==> src/shared/sis_pkg.sv <==
// Package with register map, field layout and timing constants of the signature inserter
`default_nettype none
package sis_pkg;
  // ************************************************************
  // Register map
  // ************************************************************
  localparam logic [31:0] SIS_CTRL_ADDR = 32'hf1000630;
  localparam logic [31:0] SIS_USER_ADDR = 32'hf1000634;
  localparam logic [31:0] SIS_FRMCNT_ADDR = 32'hf1000614;
  localparam logic [31:0] SIS_TRGCNT_ADDR = 32'hf1000624;
  // ************************************************************
  // Control fields, bit 0 of the map is the word's top bit
  // ************************************************************
  localparam int SIS_PRESENT_BIT = 31;
  localparam int SIS_ON_BIT = 25;
  localparam int SIS_LINE_LSB = 0;
  localparam int SIS_LINE_W = 16;
  localparam logic SIS_ON_RESET = 1'h0;
  localparam logic [15:0] SIS_LINE_RESET = 16'h0000;
  localparam logic [31:0] SIS_USER_RESET = 32'h00000000;
  // ************************************************************
  // Signature layout, byte offsets within the chosen line
  // ************************************************************
  localparam logic [4:0] SIS_CT_BYTE = 5'h00;
  localparam logic [4:0] SIS_FRM_BYTE = 5'h04;
  localparam logic [4:0] SIS_TRG_BYTE = 5'h08;
  localparam logic [4:0] SIS_USR_BYTE = 5'h0c;
  localparam logic [4:0] SIS_LEN = 5'h10;
  // ************************************************************
  // Cycle timer
  // ************************************************************
  localparam int CLK_HZ = 100000000;
  localparam int CT_OFFSET_HZ = 24576000;
  localparam int CT_CYCLE_HZ = 8000;
  localparam logic [13:0] CT_ACC_STEP = 14'(CT_OFFSET_HZ / CT_CYCLE_HZ);
  localparam logic [13:0] CT_ACC_MOD = 14'(CLK_HZ / CT_CYCLE_HZ);
  localparam logic [11:0] CT_OFFSET_MAX = 12'hbff;
  localparam logic [12:0] CT_CYCLES_MAX = 13'h1f3f;
  localparam logic [6:0] CT_SECONDS_MAX = 7'h7f;
endpackage : sis_pkg
`default_nettype wire

==> src/rtl/sis_inserter.sv <==
// Image signature inserter: register file, counters and byte stream insertion
//
// Strobed register access is this design's own decision.
`timescale 1ns/1ps
`default_nettype none
module sis_inserter
  import sis_pkg::*;
#(
  parameter int DATA_W = 32
) (
  input wire logic clk,
  input wire logic reset,
  input wire logic [31:0] reg_addr,
  input wire logic [DATA_W-1:0] reg_wdata,
  input wire logic reg_wr,
  input wire logic reg_rd,
  output logic [DATA_W-1:0] reg_rdata,
  input wire logic [15:0] image_height,
  input wire logic integration_start,
  input wire logic frame_readout,
  input wire logic ext_trigger,
  input wire logic seq_active,
  input wire logic [31:0] seq_user_tag_value,
  input wire logic in_valid,
  input wire logic [7:0] in_data,
  input wire logic in_sof,
  input wire logic in_eol,
  input wire logic in_eof,
  input wire logic in_pad,
  output logic out_valid,
  output logic [7:0] out_data,
  output logic out_sof,
  output logic out_eol,
  output logic out_eof,
  output logic out_pad
);
  // ************************************************************
  // Cycle timer
  // ************************************************************
  logic [31:0] cycle_time;

  sis_cycle_timer u_timer (
    .clk(clk),
    .reset(reset),
    .cycle_time(cycle_time)
  );

  // ************************************************************
  // Registers and counters
  // ************************************************************
  logic on_reg, on_next;
  logic [15:0] insert_line_reg, insert_line_next;
  logic [31:0] user_tag_value_reg, user_tag_value_next;
  logic [31:0] frame_cnt_reg, frame_cnt_next;
  logic [31:0] trig_cnt_reg, trig_cnt_next;
  logic [31:0] ct_latch_reg, ct_latch_next;
  logic [DATA_W-1:0] rdata_reg, rdata_next;

  always_comb begin
    on_next = on_reg;
    insert_line_next = insert_line_reg;
    user_tag_value_next = user_tag_value_reg;
    if (reg_wr && reg_addr == SIS_CTRL_ADDR) begin
      // Presence bit is not stored, so a write cannot change it
      on_next = reg_wdata[SIS_ON_BIT];
      insert_line_next = reg_wdata[SIS_LINE_LSB +: SIS_LINE_W];
    end
    if (reg_wr && reg_addr == SIS_USER_ADDR) begin
      user_tag_value_next = reg_wdata[31:0];
    end
    frame_cnt_next = frame_readout ? frame_cnt_reg + 32'h00000001 : frame_cnt_reg;
    trig_cnt_next = ext_trigger ? trig_cnt_reg + 32'h00000001 : trig_cnt_reg;
    ct_latch_next = integration_start ? cycle_time : ct_latch_reg;
    rdata_next = '0;
    if (reg_rd) begin
      case (reg_addr)
        SIS_CTRL_ADDR: begin
          rdata_next[SIS_PRESENT_BIT] = 1'b1;
          rdata_next[SIS_ON_BIT] = on_reg;
          rdata_next[SIS_LINE_LSB +: SIS_LINE_W] = insert_line_reg;
        end
        SIS_USER_ADDR: rdata_next[31:0] = user_tag_value_reg;
        SIS_FRMCNT_ADDR: rdata_next[31:0] = frame_cnt_reg;
        SIS_TRGCNT_ADDR: rdata_next[31:0] = trig_cnt_reg;
        default: rdata_next = '0;
      endcase
    end
  end

  always_ff @(posedge clk or posedge reset) begin
    if (reset) begin
      on_reg <= SIS_ON_RESET;
      insert_line_reg <= SIS_LINE_RESET;
      user_tag_value_reg <= SIS_USER_RESET;
      frame_cnt_reg <= 32'h00000000;
      trig_cnt_reg <= 32'h00000000;
      ct_latch_reg <= 32'h00000000;
      rdata_reg <= '0;
    end else begin
      on_reg <= on_next;
      insert_line_reg <= insert_line_next;
      user_tag_value_reg <= user_tag_value_next;
      frame_cnt_reg <= frame_cnt_next;
      trig_cnt_reg <= trig_cnt_next;
      ct_latch_reg <= ct_latch_next;
      rdata_reg <= rdata_next;
    end
  end

  assign reg_rdata = rdata_reg;

  // ************************************************************
  // Per-frame snapshot, taken on the first byte of a frame
  // ************************************************************
  logic frame_start;
  logic en_reg, en_next;
  logic hit_ok_reg, hit_ok_next;
  logic [15:0] target_reg, target_next;
  logic [31:0] snap_ct_reg, snap_ct_next;
  logic [31:0] snap_frm_reg, snap_frm_next;
  logic [31:0] snap_trg_reg, snap_trg_next;
  logic [31:0] snap_usr_reg, snap_usr_next;
  logic signed [17:0] from_bottom;

  assign frame_start = in_valid && in_sof;

  // Settings are frozen per frame so a mid-frame write cannot split a signature
  always_comb begin
    en_next = en_reg;
    hit_ok_next = hit_ok_reg;
    target_next = target_reg;
    snap_ct_next = snap_ct_reg;
    snap_frm_next = snap_frm_reg;
    snap_trg_next = snap_trg_reg;
    snap_usr_next = snap_usr_reg;
    from_bottom = $signed({2'b00, image_height}) + $signed({{2{insert_line_reg[15]}}, insert_line_reg});
    if (frame_start) begin
      en_next = on_reg;
      if (!insert_line_reg[15]) begin
        target_next = insert_line_reg;
        hit_ok_next = insert_line_reg <= image_height;
      end else begin
        target_next = from_bottom[15:0];
        hit_ok_next = !from_bottom[17];
      end
      snap_ct_next = ct_latch_reg;
      snap_frm_next = frame_cnt_reg;
      snap_trg_next = trig_cnt_reg;
      snap_usr_next = seq_active ? seq_user_tag_value : user_tag_value_reg;
    end
  end

  always_ff @(posedge clk or posedge reset) begin
    if (reset) begin
      en_reg <= 1'b0;
      hit_ok_reg <= 1'b0;
      target_reg <= 16'h0000;
      snap_ct_reg <= 32'h00000000;
      snap_frm_reg <= 32'h00000000;
      snap_trg_reg <= 32'h00000000;
      snap_usr_reg <= 32'h00000000;
    end else begin
      en_reg <= en_next;
      hit_ok_reg <= hit_ok_next;
      target_reg <= target_next;
      snap_ct_reg <= snap_ct_next;
      snap_frm_reg <= snap_frm_next;
      snap_trg_reg <= snap_trg_next;
      snap_usr_reg <= snap_usr_next;
    end
  end

  // ************************************************************
  // Line and byte position
  // ************************************************************
  logic [15:0] line_reg, line_next;
  logic [4:0] byte_reg, byte_next;
  logic [15:0] cur_line;
  logic [4:0] cur_byte;

  always_comb begin
    cur_line = in_sof ? 16'h0000 : line_reg;
    cur_byte = in_sof ? 5'h00 : byte_reg;
    line_next = line_reg;
    byte_next = byte_reg;
    if (in_valid) begin
      byte_next = (cur_byte == SIS_LEN) ? cur_byte : cur_byte + 5'h01;
      line_next = cur_line;
      if (in_eol) begin
        byte_next = 5'h00;
        line_next = cur_line + 16'h0001;
      end
      if (in_eof) begin
        line_next = 16'h0000;
      end
    end
  end

  always_ff @(posedge clk or posedge reset) begin
    if (reset) begin
      line_reg <= 16'h0000;
      byte_reg <= 5'h00;
    end else begin
      line_reg <= line_next;
      byte_reg <= byte_next;
    end
  end

  // ************************************************************
  // Byte replacement
  // ************************************************************
  logic ins_now;
  logic [7:0] sig_byte;
  logic [4:0] rel;
  logic [31:0] sig_word;
  logic ins_reg, ins_next;
  logic out_valid_reg, out_sof_reg, out_eol_reg, out_eof_reg, out_pad_reg;
  logic [7:0] out_data_reg, out_data_next;

  // Image lines and padding lines are both counted; target equal to height is the first
  // padding line, and the region check allows a padding line only when the target equals height
  always_comb begin
    ins_now = in_valid && en_next && hit_ok_next && cur_line == target_next
      && (in_pad == (target_next == image_height)) && cur_byte < SIS_LEN;
    sig_word = snap_usr_next;
    rel = cur_byte - SIS_USR_BYTE;
    if (cur_byte < SIS_FRM_BYTE) begin
      sig_word = snap_ct_next;
      rel = cur_byte - SIS_CT_BYTE;
    end else if (cur_byte < SIS_TRG_BYTE) begin
      sig_word = snap_frm_next;
      rel = cur_byte - SIS_FRM_BYTE;
    end else if (cur_byte < SIS_USR_BYTE) begin
      sig_word = snap_trg_next;
      rel = cur_byte - SIS_TRG_BYTE;
    end
    sig_byte = sig_word[{rel[1:0], 3'b000} +: 8];
    out_data_next = ins_now ? sig_byte : in_data;
    ins_next = ins_now;
  end

  always_ff @(posedge clk or posedge reset) begin
    if (reset) begin
      ins_reg <= 1'b0;
      out_valid_reg <= 1'b0;
      out_data_reg <= 8'h00;
      out_sof_reg <= 1'b0;
      out_eol_reg <= 1'b0;
      out_eof_reg <= 1'b0;
      out_pad_reg <= 1'b0;
    end else begin
      ins_reg <= ins_next;
      out_valid_reg <= in_valid;
      out_data_reg <= out_data_next;
      out_sof_reg <= in_valid && in_sof;
      out_eol_reg <= in_valid && in_eol;
      out_eof_reg <= in_valid && in_eof;
      out_pad_reg <= in_valid && in_pad;
    end
  end

  assign out_valid = out_valid_reg;
  assign out_data = out_data_reg;
  assign out_sof = out_sof_reg;
  assign out_eol = out_eol_reg;
  assign out_eof = out_eof_reg;
  assign out_pad = out_pad_reg;

  // ************************************************************
  // Assertions
  // ************************************************************
  property p_present;
    @(posedge clk) disable iff (reset) reg_rd && reg_addr == SIS_CTRL_ADDR |=> reg_rdata[SIS_PRESENT_BIT];
  endproperty
  a_present: assert property (p_present) else $error("presence flag not read as one");

  property p_off_passes;
    @(posedge clk) disable iff (reset) in_valid && !en_next |=> out_data == $past(in_data) && !ins_reg;
  endproperty
  a_off_passes: assert property (p_off_passes) else $error("byte changed while disabled");

  property p_line_match;
    @(posedge clk) disable iff (reset) ins_now |-> (in_pad ? cur_line == image_height : cur_line < image_height);
  endproperty
  a_line_match: assert property (p_line_match) else $error("insertion outside chosen line");

  property p_pad_only;
    @(posedge clk) disable iff (reset) ins_reg |-> out_pad == (target_reg == image_height);
  endproperty
  a_pad_only: assert property (p_pad_only) else $error("signature in wrong region");

  property p_ct_byte0;
    @(posedge clk) disable iff (reset) ins_now && cur_byte == SIS_CT_BYTE |=> out_data == snap_ct_reg[7:0];
  endproperty
  a_ct_byte0: assert property (p_ct_byte0) else $error("cycle time low byte wrong");

  property p_frm_byte;
    @(posedge clk) disable iff (reset) ins_now && cur_byte == 5'h07 |=> out_data == snap_frm_reg[31:24];
  endproperty
  a_frm_byte: assert property (p_frm_byte) else $error("frame counter top byte wrong");

  property p_ct_latch;
    @(posedge clk) disable iff (reset) integration_start |=> ct_latch_reg == $past(cycle_time);
  endproperty
  a_ct_latch: assert property (p_ct_latch) else $error("cycle time not latched");

  property p_frm_inc;
    @(posedge clk) disable iff (reset) frame_readout |=> frame_cnt_reg == $past(frame_cnt_reg) + 32'h00000001;
  endproperty
  a_frm_inc: assert property (p_frm_inc) else $error("frame counter did not advance");

  property p_trg_hold;
    @(posedge clk) disable iff (reset) !ext_trigger |=> $stable(trig_cnt_reg);
  endproperty
  a_trg_hold: assert property (p_trg_hold) else $error("trigger counter moved without trigger");

  property p_trg_read;
    @(posedge clk) disable iff (reset) reg_rd && reg_addr == SIS_TRGCNT_ADDR && !ext_trigger
      |=> reg_rdata[31:0] == trig_cnt_reg;
  endproperty
  a_trg_read: assert property (p_trg_read) else $error("trigger counter read mismatch");

  c_insert: cover property (@(posedge clk) disable iff (reset) ins_reg && !out_pad);
  c_insert_pad: cover property (@(posedge clk) disable iff (reset) ins_reg && out_pad);
  c_from_bottom: cover property (@(posedge clk) disable iff (reset) ins_now && insert_line_reg[15]);
endmodule : sis_inserter
`default_nettype wire

==> src/rtl/sis_cycle_timer.sv <==
// Nested bus cycle timer: offset, cycles and seconds
`timescale 1ns/1ps
`default_nettype none
module sis_cycle_timer
  import sis_pkg::*;
(
  input wire logic clk,
  input wire logic reset,
  output logic [31:0] cycle_time
);
  logic [13:0] acc_reg, acc_next;
  logic [11:0] off_reg, off_next;
  logic [12:0] cyc_reg, cyc_next;
  logic [6:0] sec_reg, sec_next;
  logic [14:0] acc_sum;

  // Fractional accumulator gives 24.576 MHz ticks on average from 100 MHz
  always_comb begin
    acc_sum = {1'b0, acc_reg} + {1'b0, CT_ACC_STEP};
    acc_next = acc_sum[13:0];
    off_next = off_reg;
    cyc_next = cyc_reg;
    sec_next = sec_reg;
    if (acc_sum >= {1'b0, CT_ACC_MOD}) begin
      acc_next = 14'(acc_sum - {1'b0, CT_ACC_MOD});
      if (off_reg == CT_OFFSET_MAX) begin
        off_next = 12'h000;
        if (cyc_reg == CT_CYCLES_MAX) begin
          cyc_next = 13'h0000;
          sec_next = (sec_reg == CT_SECONDS_MAX) ? 7'h00 : sec_reg + 7'h01;
        end else begin
          cyc_next = cyc_reg + 13'h0001;
        end
      end else begin
        off_next = off_reg + 12'h001;
      end
    end
  end

  always_ff @(posedge clk or posedge reset) begin
    if (reset) begin
      acc_reg <= 14'h0000;
      off_reg <= 12'h000;
      cyc_reg <= 13'h0000;
      sec_reg <= 7'h00;
    end else begin
      acc_reg <= acc_next;
      off_reg <= off_next;
      cyc_reg <= cyc_next;
      sec_reg <= sec_next;
    end
  end

  assign cycle_time = {sec_reg, cyc_reg, off_reg};

  property p_off_range;
    @(posedge clk) disable iff (reset) off_reg <= CT_OFFSET_MAX && cyc_reg <= CT_CYCLES_MAX;
  endproperty
  a_off_range: assert property (p_off_range) else $error("cycle timer field out of range");
endmodule : sis_cycle_timer
`default_nettype wire

==> config.mk <==
export PLATFORM = sky130hd
export DESIGN_NAME = sis_inserter
export DESIGN_NICKNAME = d
export VERILOG_FILES = /design/src/shared/sis_pkg.sv /design/src/rtl/sis_inserter.sv /design/src/rtl/sis_cycle_timer.sv
export SDC_FILE = /design/constraint.sdc
export NUM_CORES = 1
export LEC_CHECK = 0
export ABC_AREA = 1
export BUFFER_PORTS_ARGS = -buffer_cell sky130_fd_sc_hd__buf_2
export CAP_MARGIN = 20
export CORE_ASPECT_RATIO = 2
export CORE_MARGIN = 2
export CORE_UTILIZATION = 40
export DETAILED_ROUTE_END_ITERATION = 8
export PLACE_DENSITY = 0.65
export SYNTH_ARGS = -nofsm -noshare
export SYNTH_HDL_FRONTEND = slang
export SYNTH_SLANG_ARGS = --single-unit
==> constraint.sdc <==
create_clock -name clk -period 13.9 [get_ports clk]
set_input_delay 1.39 -clock clk [delete_from_list [all_inputs] [get_ports clk]]
set_output_delay 1.39 -clock clk [all_outputs]
set_load 0.01 [all_outputs]
==> results of run 1 <==
-- power groups by stage --
stage          Sequential, mW  Clock, mW  Combinational, mW
5_1_grt                  1.30       1.12              0.359
3_5_place_dp             1.31          0              0.319
6_report                 1.29       1.05              0.325
2_1_floorplan            1.30          0              0.205
3_3_place_gp             1.31          0              0.314
4_1_cts                  1.29       1.07              0.321
-- critical path, stage by stage --
cell and delay [ns]:
buf_2 0.51, nand2_8 0.38, inv_2 0.22, buf_4 0.60
nor2_1 0.07, a21oi_1 0.28, nor2_1 0.08, o21ai_0 0.50
o211ai_1 0.17, nand3_1 0.12, nand2_1 0.07, inv_1 0.06
nand4_1 0.10, nand2_1 0.09
-- metrics by stage --
stage,area [µm²],std cells
after floorplan,20770,2559
after global placement,22130,3310
after detailed placement,22130,3310
after CTS,23350,3372
after global routing,23380,3373
final,23380,3373
-- final timing paths --
kind | from | endpoint | depth (start not counted)
worst max-delay path | in_sof | out_data[6]$_DFF_PP0_ | 14
min in group asynchronous | reset | reg_rdata[0]$_DFF_PP0_ | 2
worst min-delay path | trig_cnt_reg[29]$_DFFE_PP0P_ | trig_cnt_reg[29]$_DFFE_PP0P_ | 1
worst min register to register | trig_cnt_reg[29]$_DFFE_PP0P_ | trig_cnt_reg[29]$_DFFE_PP0P_ | 1
max in group asynchronous | reset | u_timer.off_reg[3]$_DFFE_PP0N_ | 6
worst max register to register | insert_line_reg[0]$_DFFE_PP0P_ | out_data[2]$_DFF_PP0_ | 20
-- cell type report --
cell class / instances / area (µm²) / share of cell area
clock buffers: 49 / 1062 / 0.04544
clock inverters: 13 / 161.4 / 0.006904
inverters: 364 / 1374 / 0.05877
multi-input cells: 1693 / 8894 / 0.3804
flip-flops and latches: 401 / 10030 / 0.4292
well taps: 660 / 825.8 / 0.03532
repair buffers: 193 / 1026 / 0.04389
-- Yosys cell counts (3+ instances only) --
| master | count | share of area |
|---|---|---|
| nand3_1 | 106 | 0.026 |
| inv_1 | 355 | 0.064 |
| nor3_2 | 5 | 0.0024 |
| o221ai_1 | 17 | 0.0072 |
| nand2_2 | 4 | 0.0012 |
| nand3b_1 | 3 | 0.0011 |
| mux2_2 | 12 | 0.0065 |
| nor2_1 | 200 | 0.036 |
| nor4_1 | 29 | 0.0087 |
| nand4_1 | 33 | 0.0099 |
| clkinv_1 | 3 | 0.00054 |
| buf_1 | 3 | 0.00054 |
| a21oi_1 | 147 | 0.035 |
| nor2_4 | 3 | 0.0016 |
| or2_2 | 25 | 0.0075 |
| nand2_1 | 532 | 0.096 |
| a31oi_1 | 25 | 0.0075 |
| buf_6 | 9 | 0.0049 |
| nor2_2 | 9 | 0.0027 |
| o22ai_1 | 32 | 0.0096 |
| nor3_1 | 44 | 0.011 |
| clkbuf_1 | 53 | 0.0096 |
| o211ai_1 | 19 | 0.0069 |
| inv_2 | 6 | 0.0011 |
| o21ai_0 | 243 | 0.059 |
| o21bai_1 | 4 | 0.0014 |
| a211oi_1 | 3 | 0.0011 |
| xnor2_1 | 7 | 0.0030 |
| dfrtp_1 | 401 | 0.48 |
| xor2_1 | 88 | 0.037 |
| buf_4 | 3 | 0.0011 |
| a221oi_1 | 4 | 0.0017 |
| ha_1 | 45 | 0.027 |
| o21ai_1 | 23 | 0.0055 |
| mux2_1 | 4 | 0.0022 |
| buf_2 | 33 | 0.0080 |
-- per-layer routing --
metal  part of all wire  wire (µm)  vias to the layer above
li1                   -          -                     8561
met1               0.35      23480                     8661
met2               0.51      33800                      607
met3              0.042       2818                      205
met4              0.099       6592                        0
met5                  0          0                        -
-- cells by family (layout without fill, tap and decap cells) --
kind of cell / count (synthesis) / count (layout) / synth area share
buffers and inverters: 465 / 619 / 0.08981
AOI/OAI and AO/OA: 529 / 529 / 0.1398
and+or+nand+nor: 1005 / 1005 / 0.2095
muxes: 18 / 18 / 0.009638
DFF: 401 / 401 / 0.4831
adders and majority gates: 46 / 46 / 0.02807
xor gates and xnor gates: 95 / 95 / 0.04006
==> summary.md, run 1 <==
| Metric | Value |
|---|---|
| TritonCTS clock tree | `done` |
| Layout area overhead | `12.55%` |
| Syn avg cell area | `8.117 µm²` |
| Vias in the first global route | `roughly 18000` |
| Nets | `2869` |
| Final setup viols | `0` |
| Die W | `~170 µm` |
| Worst-Skew Late Latency | `around 0.56 ns` |
| Req. time, crit path | `14.39 ns` |
| Fmax | `between 200 and 250 MHz` |
| Worst setup path class | `input port to flop` |
| N_diodes | `0` |
| Clock buffer depth | `3` |
| Switching power | `roughly 0.74 mW` |
| PwrDens | `114.2 mW/mm²` |
| CTS Sinks | `around 400` |
| Post-route ant nets | `0` |
| Mapped Area | `~0.021 mm²` |
| Total power | `around 2.7 mW` |
| Worst vdd ir | `0.07257 mV` |
| Critical Path AT | `around 4.7 ns` |
| Initial DRC Count | `between 1500 and 2000` |
| Flop pwr share | `0.484` |
| Final hold vios | `0` |
| Number of setup buffers added after CTS | `0` |
| Crit path time final | `approximately 4.2 ns` |
| Drt pass-1 iters | `6` |
| First-pass GRT wire length | `a little over 100 mm` |
| Layout cells sized above 1 | `0.1205` |
| Clk pin slew, worst setup/hold paths | `approximately 0.07 ns` |
| Vias post-DR | `18030` |
| Cell Rows | `approximately 120` |
| Met3 usage | `0.02679` |
| Post-CTS Resized | `0` |
| Gr busiest metal | `met2` |
| Hold slack | `~0.48 ns` |
| H-Tree Depth | `2` |
| HPWL after DPL | `50.75 mm` |
| Reg2Reg Setup Slack | `10.54 ns` |
| Static Leakage | `11.38 nW` |
| Comb pwr share | `0.122` |
| Crit. End Element | `flop` |
| Async S/R FF share, synth | `1.000` |
| Status | `finished, final reports clean` |
| Die H | `roughly 330 µm` |
| DR DRC count | `0` |
| Drt total wl | `about 67 mm` |
| Dpl ws | `slightly below 9 ns` |
| Number of synthesized flops with an enable pin | `0` |
| Clock share of power | `0.394` |
| Final setup margin | `roughly 9.7 ns` |
| Grt total ovfl | `0` |
| Vias per inst | `roughly 5.3` |
| RSZ-0062 raised after global routing | `no` |
| Sw Share | `0.2767` |
| # fillers | `slightly above 5000` |
| Avg WL per Cell | `around 20 µm` |
| PortBufs | `around 180` |
| Met1 GRT Util | `0.2678` |
| Largest net degree at the start of global routing | `~140` |
| Worst Tran Pin Value | `approximately 1.1 ns` |
| Synth Warn # | `0` |
| Met2 GRT Util | `0.4419` |
| Max-cap viol count | `0` |
| Antenna violations before repair | `1` |
| CTS Buf Count | `37` |
| Clk_skew | `about 0.018 ns` |
| Most used DFF post-synth | `dfrtp_1` |
| Placer Congestion | `slightly below 1` |
| Sequential share of the synthesized area | `0.4831` |
| Period utilisation layout | `0.3048` |
| Library cells used by synthesis | `57` |
| Max FO, Critical Path | `73` |
| Ports | `about 180` |
| Syn_nets | `between 2000 and 3000` |
| Die ar. | `between 0.05 and 0.06 mm²` |
| Worst Setup Start Kind | `input port` |
| Hold Path Class | `flop to flop` |
| Root buf cell | `clkbuf_16` |
| P_int | `between 1.5 and 2 mW` |
| Total track usage | `0.2515` |
| Initial Utilization | `0.4031` |
| Final Util | `0.4537` |
| Setup_tns | `0 ns` |
| Most common cell after layout, fill and taps aside | `nand2_1` |
| Slew Viols, Final | `0` |
| Commonest cells after routing, fill and taps aside | `531 x nand2_1, 401 x dfrtp_1, 354 x inv_1` |
| Max-Slew Margin vs Limit | `0.2857` |
| Cts-stage hold buffer count | `0` |
| Cells after Synth | `between 2000 and 3000` |
| Core ar. | `0.05153 mm²` |
| #FFs+latches synth | `around 400` |
No activity file was read; power rests on OpenSTA's default activity.
==> run 2, diff against run 1 <==
--- a/config.mk
+++ b/config.mk
@@ -5,7 +5,7 @@
 export SDC_FILE = /design/constraint.sdc
 export NUM_CORES = 1
 export LEC_CHECK = 0
-export ABC_AREA = 1
+export ABC_AREA = 0
 export BUFFER_PORTS_ARGS = -buffer_cell sky130_fd_sc_hd__buf_2
 export CAP_MARGIN = 20
 export CORE_ASPECT_RATIO = 2
==> constraint.sdc (replaced) <==
create_clock -name clk -period 4.4 [get_ports clk]
set_input_delay 0.44 -clock clk [delete_from_list [all_inputs] [get_ports clk]]
set_output_delay 0.44 -clock clk [all_outputs]
set_load 0.01 [all_outputs]
==> summary.md, run 2 <==
| Metric | Value |
|---|---|
| Status | `finished, final reports clean` |
| Hold Path Class | `input port to flop` |
| Vias per inst | `approximately 5.7` |
| Initial DRC Count | `about 1100` |
| CP max-delay cell | `a2111oi_2` |
| Max-cap viol count | `0` |
| Synth top area share | `0.4848` |
| #FFs+latches synth | `~400` |
| Vias in the first global route | `between 15000 and 20000` |
| Worst setup path class | `flop to flop` |
| HPWL after DPL | `around 57 mm` |
| Met1 GRT Util | `0.2688` |
| Worst Setup Start Kind | `flop` |
| Final hold vios | `0` |
| Number of synthesized flops with an enable pin | `0` |
| Met2 GRT Util | `0.5092` |
| Gr busiest metal | `met2` |
| Syn_nets | `roughly 2300` |
| Die ar. | `0.05369 mm²` |
| Period utilisation layout | `0.9760` |
| Antenna violations before repair | `5` |
| Yosys top cell by area | `dfrtp_1` |
| Post-CTS Resized | `0` |
| Cells on Worst Hold Path | `2` |
| Commonest cells after routing, fill and taps aside | `437 x nand2_1, 401 x dfrtp_1, 177 x buf_2` |
| Die W | `between 150 and 200 µm` |
| Hold slack | `roughly 0.12 ns` |
| Avg WL per Cell | `approximately 24 µm` |
| Crit. End Element | `flop` |
| Largest net degree at the start of global routing | `165` |
| Cell Rows | `118` |
| Worst path max stage delay | `roughly 0.57 ns` |
| Cell family with most CP delay | `compound AO/OA/AOI/OAI gates` |
| Drt total wl | `~73 mm` |
| Clk pin slew, worst setup/hold paths | `0.07 ns` |
| PwrDens | `around 350 mW/mm²` |
| R2R depth | `13` |
| Worst-Skew Late Latency | `between 0.5 and 0.6 ns` |
| Met3 usage | `0.02979` |
| Sequential share of the synthesized area | `0.4848` |
| Fmax | `roughly 230 MHz` |
| Most common cell in the netlist | `nand2_1` |
| Slew Viols, Final | `0` |
| Largest cells by area after synthesis | `dfrtp_1 48%, nand2_1 8.0%, mux2_2 5.3%` |
| DR DRC count | `0` |
| Library cells used by synthesis | `89` |
| RSZ-0062 raised after global routing | `no` |
| Vias post-DR | `17230` |
| H-Tree Depth | `2` |
| Max FO, Critical Path | `8` |
| Total power | `about 8.3 mW` |
| Nets | `around 2500` |
| PortBufs | `between 150 and 200` |
| # placed instances | `between 2000 and 3000` |
| Synth top cells by count | `439 x nand2_1, 401 x dfrtp_1, 139 x nor2_1` |
| Cells after Synth | `about 2200` |
| Dpl ws | `0.09022 ns` |
| Layout cells sized above 1 | `0.1981` |
| Async S/R FF share, synth | `1.000` |
| CTS Buf Count | `37` |
| Synth Warn # | `0` |
| Fin cells | `3025` |
| Post-route ant nets | `0` |
| Most used cell, CP | `mux2i_1` |
| Most common cell after layout, fill and taps aside | `nand2_1` |
| Die H | `325.7 µm` |
| Total track usage | `0.2763` |
| Clk_skew | `0.02060 ns` |
| Max-Slew Margin vs Limit | `0.3138` |
| Static Leakage | `approximately 12 nW` |
| Critical-path cell list | `ha_1 > nor2_1 > inv_1 > a2111oi_2 > mux2i_1 > nor3_1 > a2111oi_1 > nand4_1 > nor3_2 > mux2i_1 > nand4_4 > buf_12 > mux2_4` |
| CTS Sinks | `401` |
| Worst vdd ir | `around 0.25 mV` |
| Req. time, crit path | `slightly below 5 ns` |
| Clock buffer depth | `3` |
| Final setup margin | `roughly 0.11 ns` |
| Drt pass-1 iters | `7` |
| Critical Path AT | `~4.7 ns` |
| Crit path time final | `approximately 4.3 ns` |
| Placer Congestion | `just under 1` |
| Root buf cell | `clkbuf_16` |
| Worst Tran Pin Value | `1.026 ns` |
| Final setup viols | `0` |
| Crit path buf inv count | `2` |
| First-pass GRT wire length | `about 110 mm` |
| Syn avg cell area | `just under 10 µm²` |
| CP Depth | `13` |
| Ports | `approximately 180` |
| Mapped Area | `between 0.02 and 0.025 mm²` |
| Layout area overhead | `15.58%` |
| Core ar. | `0.05153 mm²` |
| Initial Utilization | `0.4017` |
| Most used DFF post-synth | `dfrtp_1` |
| Grt total ovfl | `0` |
| TritonCTS clock tree | `done` |
==> run 2: worst paths after layout <==
check	startpoint	endpoint	slack, ns
hold / removal	reg_wdata[27]	user_tag_value_reg[27]$_DFFE_PP0P_	0.12
setup reg to reg	insert_line_reg[7]$_DFFE_PP0P_	out_data[5]$_DFF_PP0_	0.11
max in group asynchronous	reset	line_reg[12]$_DFFE_PP0P_	2.59
hold reg to reg	snap_trg_reg[12]$_DFF_PP0_	snap_trg_reg[12]$_DFF_PP0_	0.47
setup / recovery	insert_line_reg[7]$_DFFE_PP0P_	out_data[5]$_DFF_PP0_	0.11
min in group asynchronous	reset	frame_cnt_reg[8]$_DFFE_PP0P_	0.55
==> run 2: cell families (layout without fill, tap and decap cells) <==
family / count (synthesis) / after routing / synth area share
muxes: 159 / 159 / 0.08844
other: 0 / 2 / 0
AOI/OAI and AO/OA: 377 / 377 / 0.1231
DFF: 401 / 401 / 0.4848
and+or+nand+nor: 860 / 860 / 0.1872
adders and majority gates: 46 / 46 / 0.02817
buffers and inverters: 196 / 404 / 0.03917
xor gates and xnor gates: 116 / 116 / 0.04909
==> run 2: layout make-up <==
cell class / count / area (µm²)
Fill cell: 4918 / 27600
Sequential cell: 401 / 10030
Multi-Input combinational cell: 1558 / 9879
Timing Repair Buffer: 266 / 1657
Clock buffer: 52 / 1064
Tap cell: 660 / 825.8
Inverter: 75 / 286.5
Clock inverter: 11 / 171.4
Antenna cell: 2 / 5.005
==> run 2: layer usage <==
layer,share of wire,vias up,wire length (µm)
li1,-,7896,-
met1,0.33,8523,24000
met2,0.54,567,39300
met3,0.035,244,2567
met4,0.10,4,7501
met5,0.00035,-,26
==> run 2: stage by stage <==
stage	utilization	instance area (µm²)	TNS, ns
2_1_floorplan	-	20700	-577.34
3_3_place_gp	0.4400	22670	0
3_5_place_dp	0.4400	22670	0
4_1_cts	0.4642	23920	0
5_1_grt	0.4642	23920	0
6_report	0.4643	23920	0
==> run 2: repair_timing <==
action,in CTS,in global routing
setup endpoints to repair,0,0
buffers inserted,0,0
hold buffers,1,0
hold endpoints to repair,13,0
==> run 2: power breakdown <==
group          total [mW]  switching (mW)  leakage [nW]  internal, mW
sequential           4.05           0.183          5.38          3.86
clock                3.35            1.43         0.600          1.93
combinational       0.928           0.588          5.57         0.340
total                8.32            2.20          11.6          6.13
==> run 3, diff against run 2 <==
--- a/config.mk
+++ b/config.mk
@@ -8,11 +8,14 @@
 export ABC_AREA = 0
 export BUFFER_PORTS_ARGS = -buffer_cell sky130_fd_sc_hd__buf_2
 export CAP_MARGIN = 20
+export CELL_PAD_IN_SITES_DETAIL_PLACEMENT = 1
+export CELL_PAD_IN_SITES_GLOBAL_PLACEMENT = 1
 export CORE_ASPECT_RATIO = 2
 export CORE_MARGIN = 2
 export CORE_UTILIZATION = 40
 export DETAILED_ROUTE_END_ITERATION = 8
-export PLACE_DENSITY = 0.65
+export HOLD_SLACK_MARGIN = 0.05
+export PLACE_DENSITY = 0.78
 export SYNTH_ARGS = -nofsm -noshare
 export SYNTH_HDL_FRONTEND = slang
 export SYNTH_SLANG_ARGS = --single-unit
==> summary.md, run 3 (synthesis gave the netlist of run 2 again) <==
| Metric | Value |
|---|---|
| Avg WL per Cell | `between 20 and 30 µm` |
| Most used cell, CP | `buf_4` |
| Vias post-DR | `around 18000` |
| Root buf cell | `clkbuf_16` |
| Post-route ant nets | `0` |
| Period utilisation layout | `0.9519` |
| Nets | `2530` |
| Worst Tran Pin Value | `between 0.9 and 1 ns` |
| Hold Path Class | `input port to flop` |
| Max-cap viol count | `0` |
| Clk pin slew, worst setup/hold paths | `about 0.070 ns` |
| Core ar. | `a little over 0.05 mm²` |
| CTS Sinks | `about 400` |
| Final hold vios | `0` |
| Worst-Skew Late Latency | `approximately 0.56 ns` |
| Die H | `around 330 µm` |
| TritonCTS clock tree | `done` |
| Crit path time final | `4.189 ns` |
| Worst Setup Start Kind | `flop` |
| Fin cells | `approximately 3000` |
| Vias per inst | `slightly below 6` |
| Crit. End Element | `flop` |
| Critical-path cell list | `ha_1 > fa_1 > nand2b_2 > a211o_1 > a21oi_1 > buf_4 > mux2_2 > o21a_1 > a2111oi_2 > nand4_1 > buf_4 > nor3_2 > mux2i_2 > nand4_4 > buf_12 > mux2_4` |
| Slew Viols, Final | `0` |
| Drt pass-1 iters | `5` |
| RSZ-0062 raised after global routing | `no` |
| Most common cell after layout, fill and taps aside | `nand2_1` |
| Crit path buf inv count | `3` |
| Clk_skew | `between 0.015 and 0.02 ns` |
| Static Leakage | `11.64 nW` |
| Layout cells sized above 1 | `0.2089` |
| Worst setup path class | `flop to flop` |
| Placer Congestion | `~0.95` |
| Req. time, crit path | `around 4.8 ns` |
| Critical Path AT | `approximately 4.6 ns` |
| Max-Slew Margin vs Limit | `0.3472` |
| Fmax | `around 240 MHz` |
| CP max-delay cell | `dfrtp_1` |
| PwrDens | `351.2 mW/mm²` |
| First-pass GRT wire length | `around 120 mm` |
| Worst path max stage delay | `0.40 ns` |
| Drt total wl | `77.93 mm` |
| PortBufs | `177` |
| HPWL after DPL | `60.25 mm` |
| H-Tree Depth | `2` |
| Final setup viols | `0` |
| Grt total ovfl | `0` |
| Setup_tns | `0 ns` |
| DR DRC count | `0` |
| Layout area overhead | `16.25%` |
| Commonest cells after routing, fill and taps aside | `437 x nand2_1, 400 x dfrtp_1, 177 x buf_2` |
| Ports | `between 150 and 200` |
| # placed instances | `2971` |
| Largest net degree at the start of global routing | `about 120` |
| Initial Utilization | `0.4017` |
| Cell Rows | `118` |
| Reg2Reg Setup Slack | `approximately 0.21 ns` |
| Number of setup buffers added after CTS | `0` |
| Initial DRC Count | `roughly 970` |
| Max FO, Critical Path | `8` |
| Die W | `between 150 and 200 µm` |
| Clock buffer depth | `3` |
| Worst vdd ir | `between 0.2 and 0.25 mV` |
| CTS Buf Count | `37` |
| Cell family with most CP delay | `compound AO/OA/AOI/OAI gates` |
| Antenna violations before repair | `4` |
| Vias in the first global route | `between 15000 and 20000` |
| Die ar. | `0.05369 mm²` |
| Status | `finished, final reports clean` |
| Total track usage | `0.2964` |
## run 3: cell types whose count changed in the layout (fill, tap and decap cells not counted), sizes merged
cell      delta
clkinv       +8
clkinvlp     +1
clkbuf       -7
buf         +12
inv          +2
## run 3: metrics by stage
step / setup WS (ns) / hold WS, ns / utilization / area [µm²] / power [mW]
2_1_floorplan: -1.440 / 0.4349 / - / 20700 / 4.614
3_3_place_gp: 0.01989 / 0.4483 / 0.4416 / 22750 / 5.033
3_5_place_dp: -0.04177 / 0.4560 / 0.4416 / 22750 / 5.078
5_1_grt: 0.005752 / 0.1143 / 0.4669 / 24060 / 8.733
4_1_cts: 0.1356 / 0.1022 / 0.4662 / 24020 / 8.504
6_report: 0.2114 / 0.1189 / 0.4670 / 24060 / 8.451
## run 3: timing repair
| item | in CTS | in global routing |
|---|---|---|
| setup endpoints to repair | 0 | 8 |
| hold endpoints to repair | 17 | 0 |
| hold buffers | 1 | 0 |
| gates resized for setup | 0 | 9 |
## run 3: final cells by class
cell class	count	area, µm²
Antenna cell	2	5.005
Clock buffer	45	1028
Clock inverter	22	227.7
Fill cell	5837	27470
Inverter	75	286.5
Multi-Input combinational cell	1558	9917
Sequential cell	401	10040
Tap cell	660	825.8
Timing Repair Buffer	278	1734
## run 3: metal layers
metal / vias up / routed length, µm / track usage
met5: - / 0 / 0
met4: 0 / 8225 / 0.2495
met3: 260 / 2671 / 0.03425
met2: 491 / 41310 / 0.5437
met1: 8893 / 25730 / 0.2888
li1: 7903 / - / -
## run 3: final timing paths
kind / start / to / cells after the start
hold reg to reg: snap_frm_reg[14]$_DFF_PP0_ / snap_frm_reg[14]$_DFF_PP0_ / 2
setup / recovery: insert_line_reg[0]$_DFFE_PP0P_ / out_data[2]$_DFF_PP0_ / 16
hold / removal: reg_wdata[26] / user_tag_value_reg[26]$_DFFE_PP0P_ / 2
setup reg to reg: insert_line_reg[0]$_DFFE_PP0P_ / out_data[2]$_DFF_PP0_ / 16
min in group asynchronous: reset / reg_rdata[0]$_DFF_PP0_ / 3
max in group asynchronous: reset / user_tag_value_reg[25]$_DFFE_PP0P_ / 4
## run 3: worst register-to-register path, cell delays in order (launching register included)
cell and delay [ns]:
dfrtp_1 0.40, ha_1 0.21, fa_1 0.26, nand2b_2 0.09, a211o_1 0.36, a21oi_1 0.33
buf_4 0.17, mux2_2 0.33, o21a_1 0.24, a2111oi_2 0.29, nand4_1 0.14, buf_4 0.18
nor3_2 0.16, mux2i_2 0.29, nand4_4 0.12, buf_12 0.19, mux2_4 0.31
## run 3: where the power goes
part / switching, mW / internal, mW / total (mW) / leakage (nW)
logic: 0.630 / 0.354 / 0.984 / 5.63
registers: 0.185 / 3.86 / 4.05 / 5.38
clock network: 1.50 / 1.92 / 3.42 / 0.624
total: 2.32 / 6.13 / 8.45 / 11.6
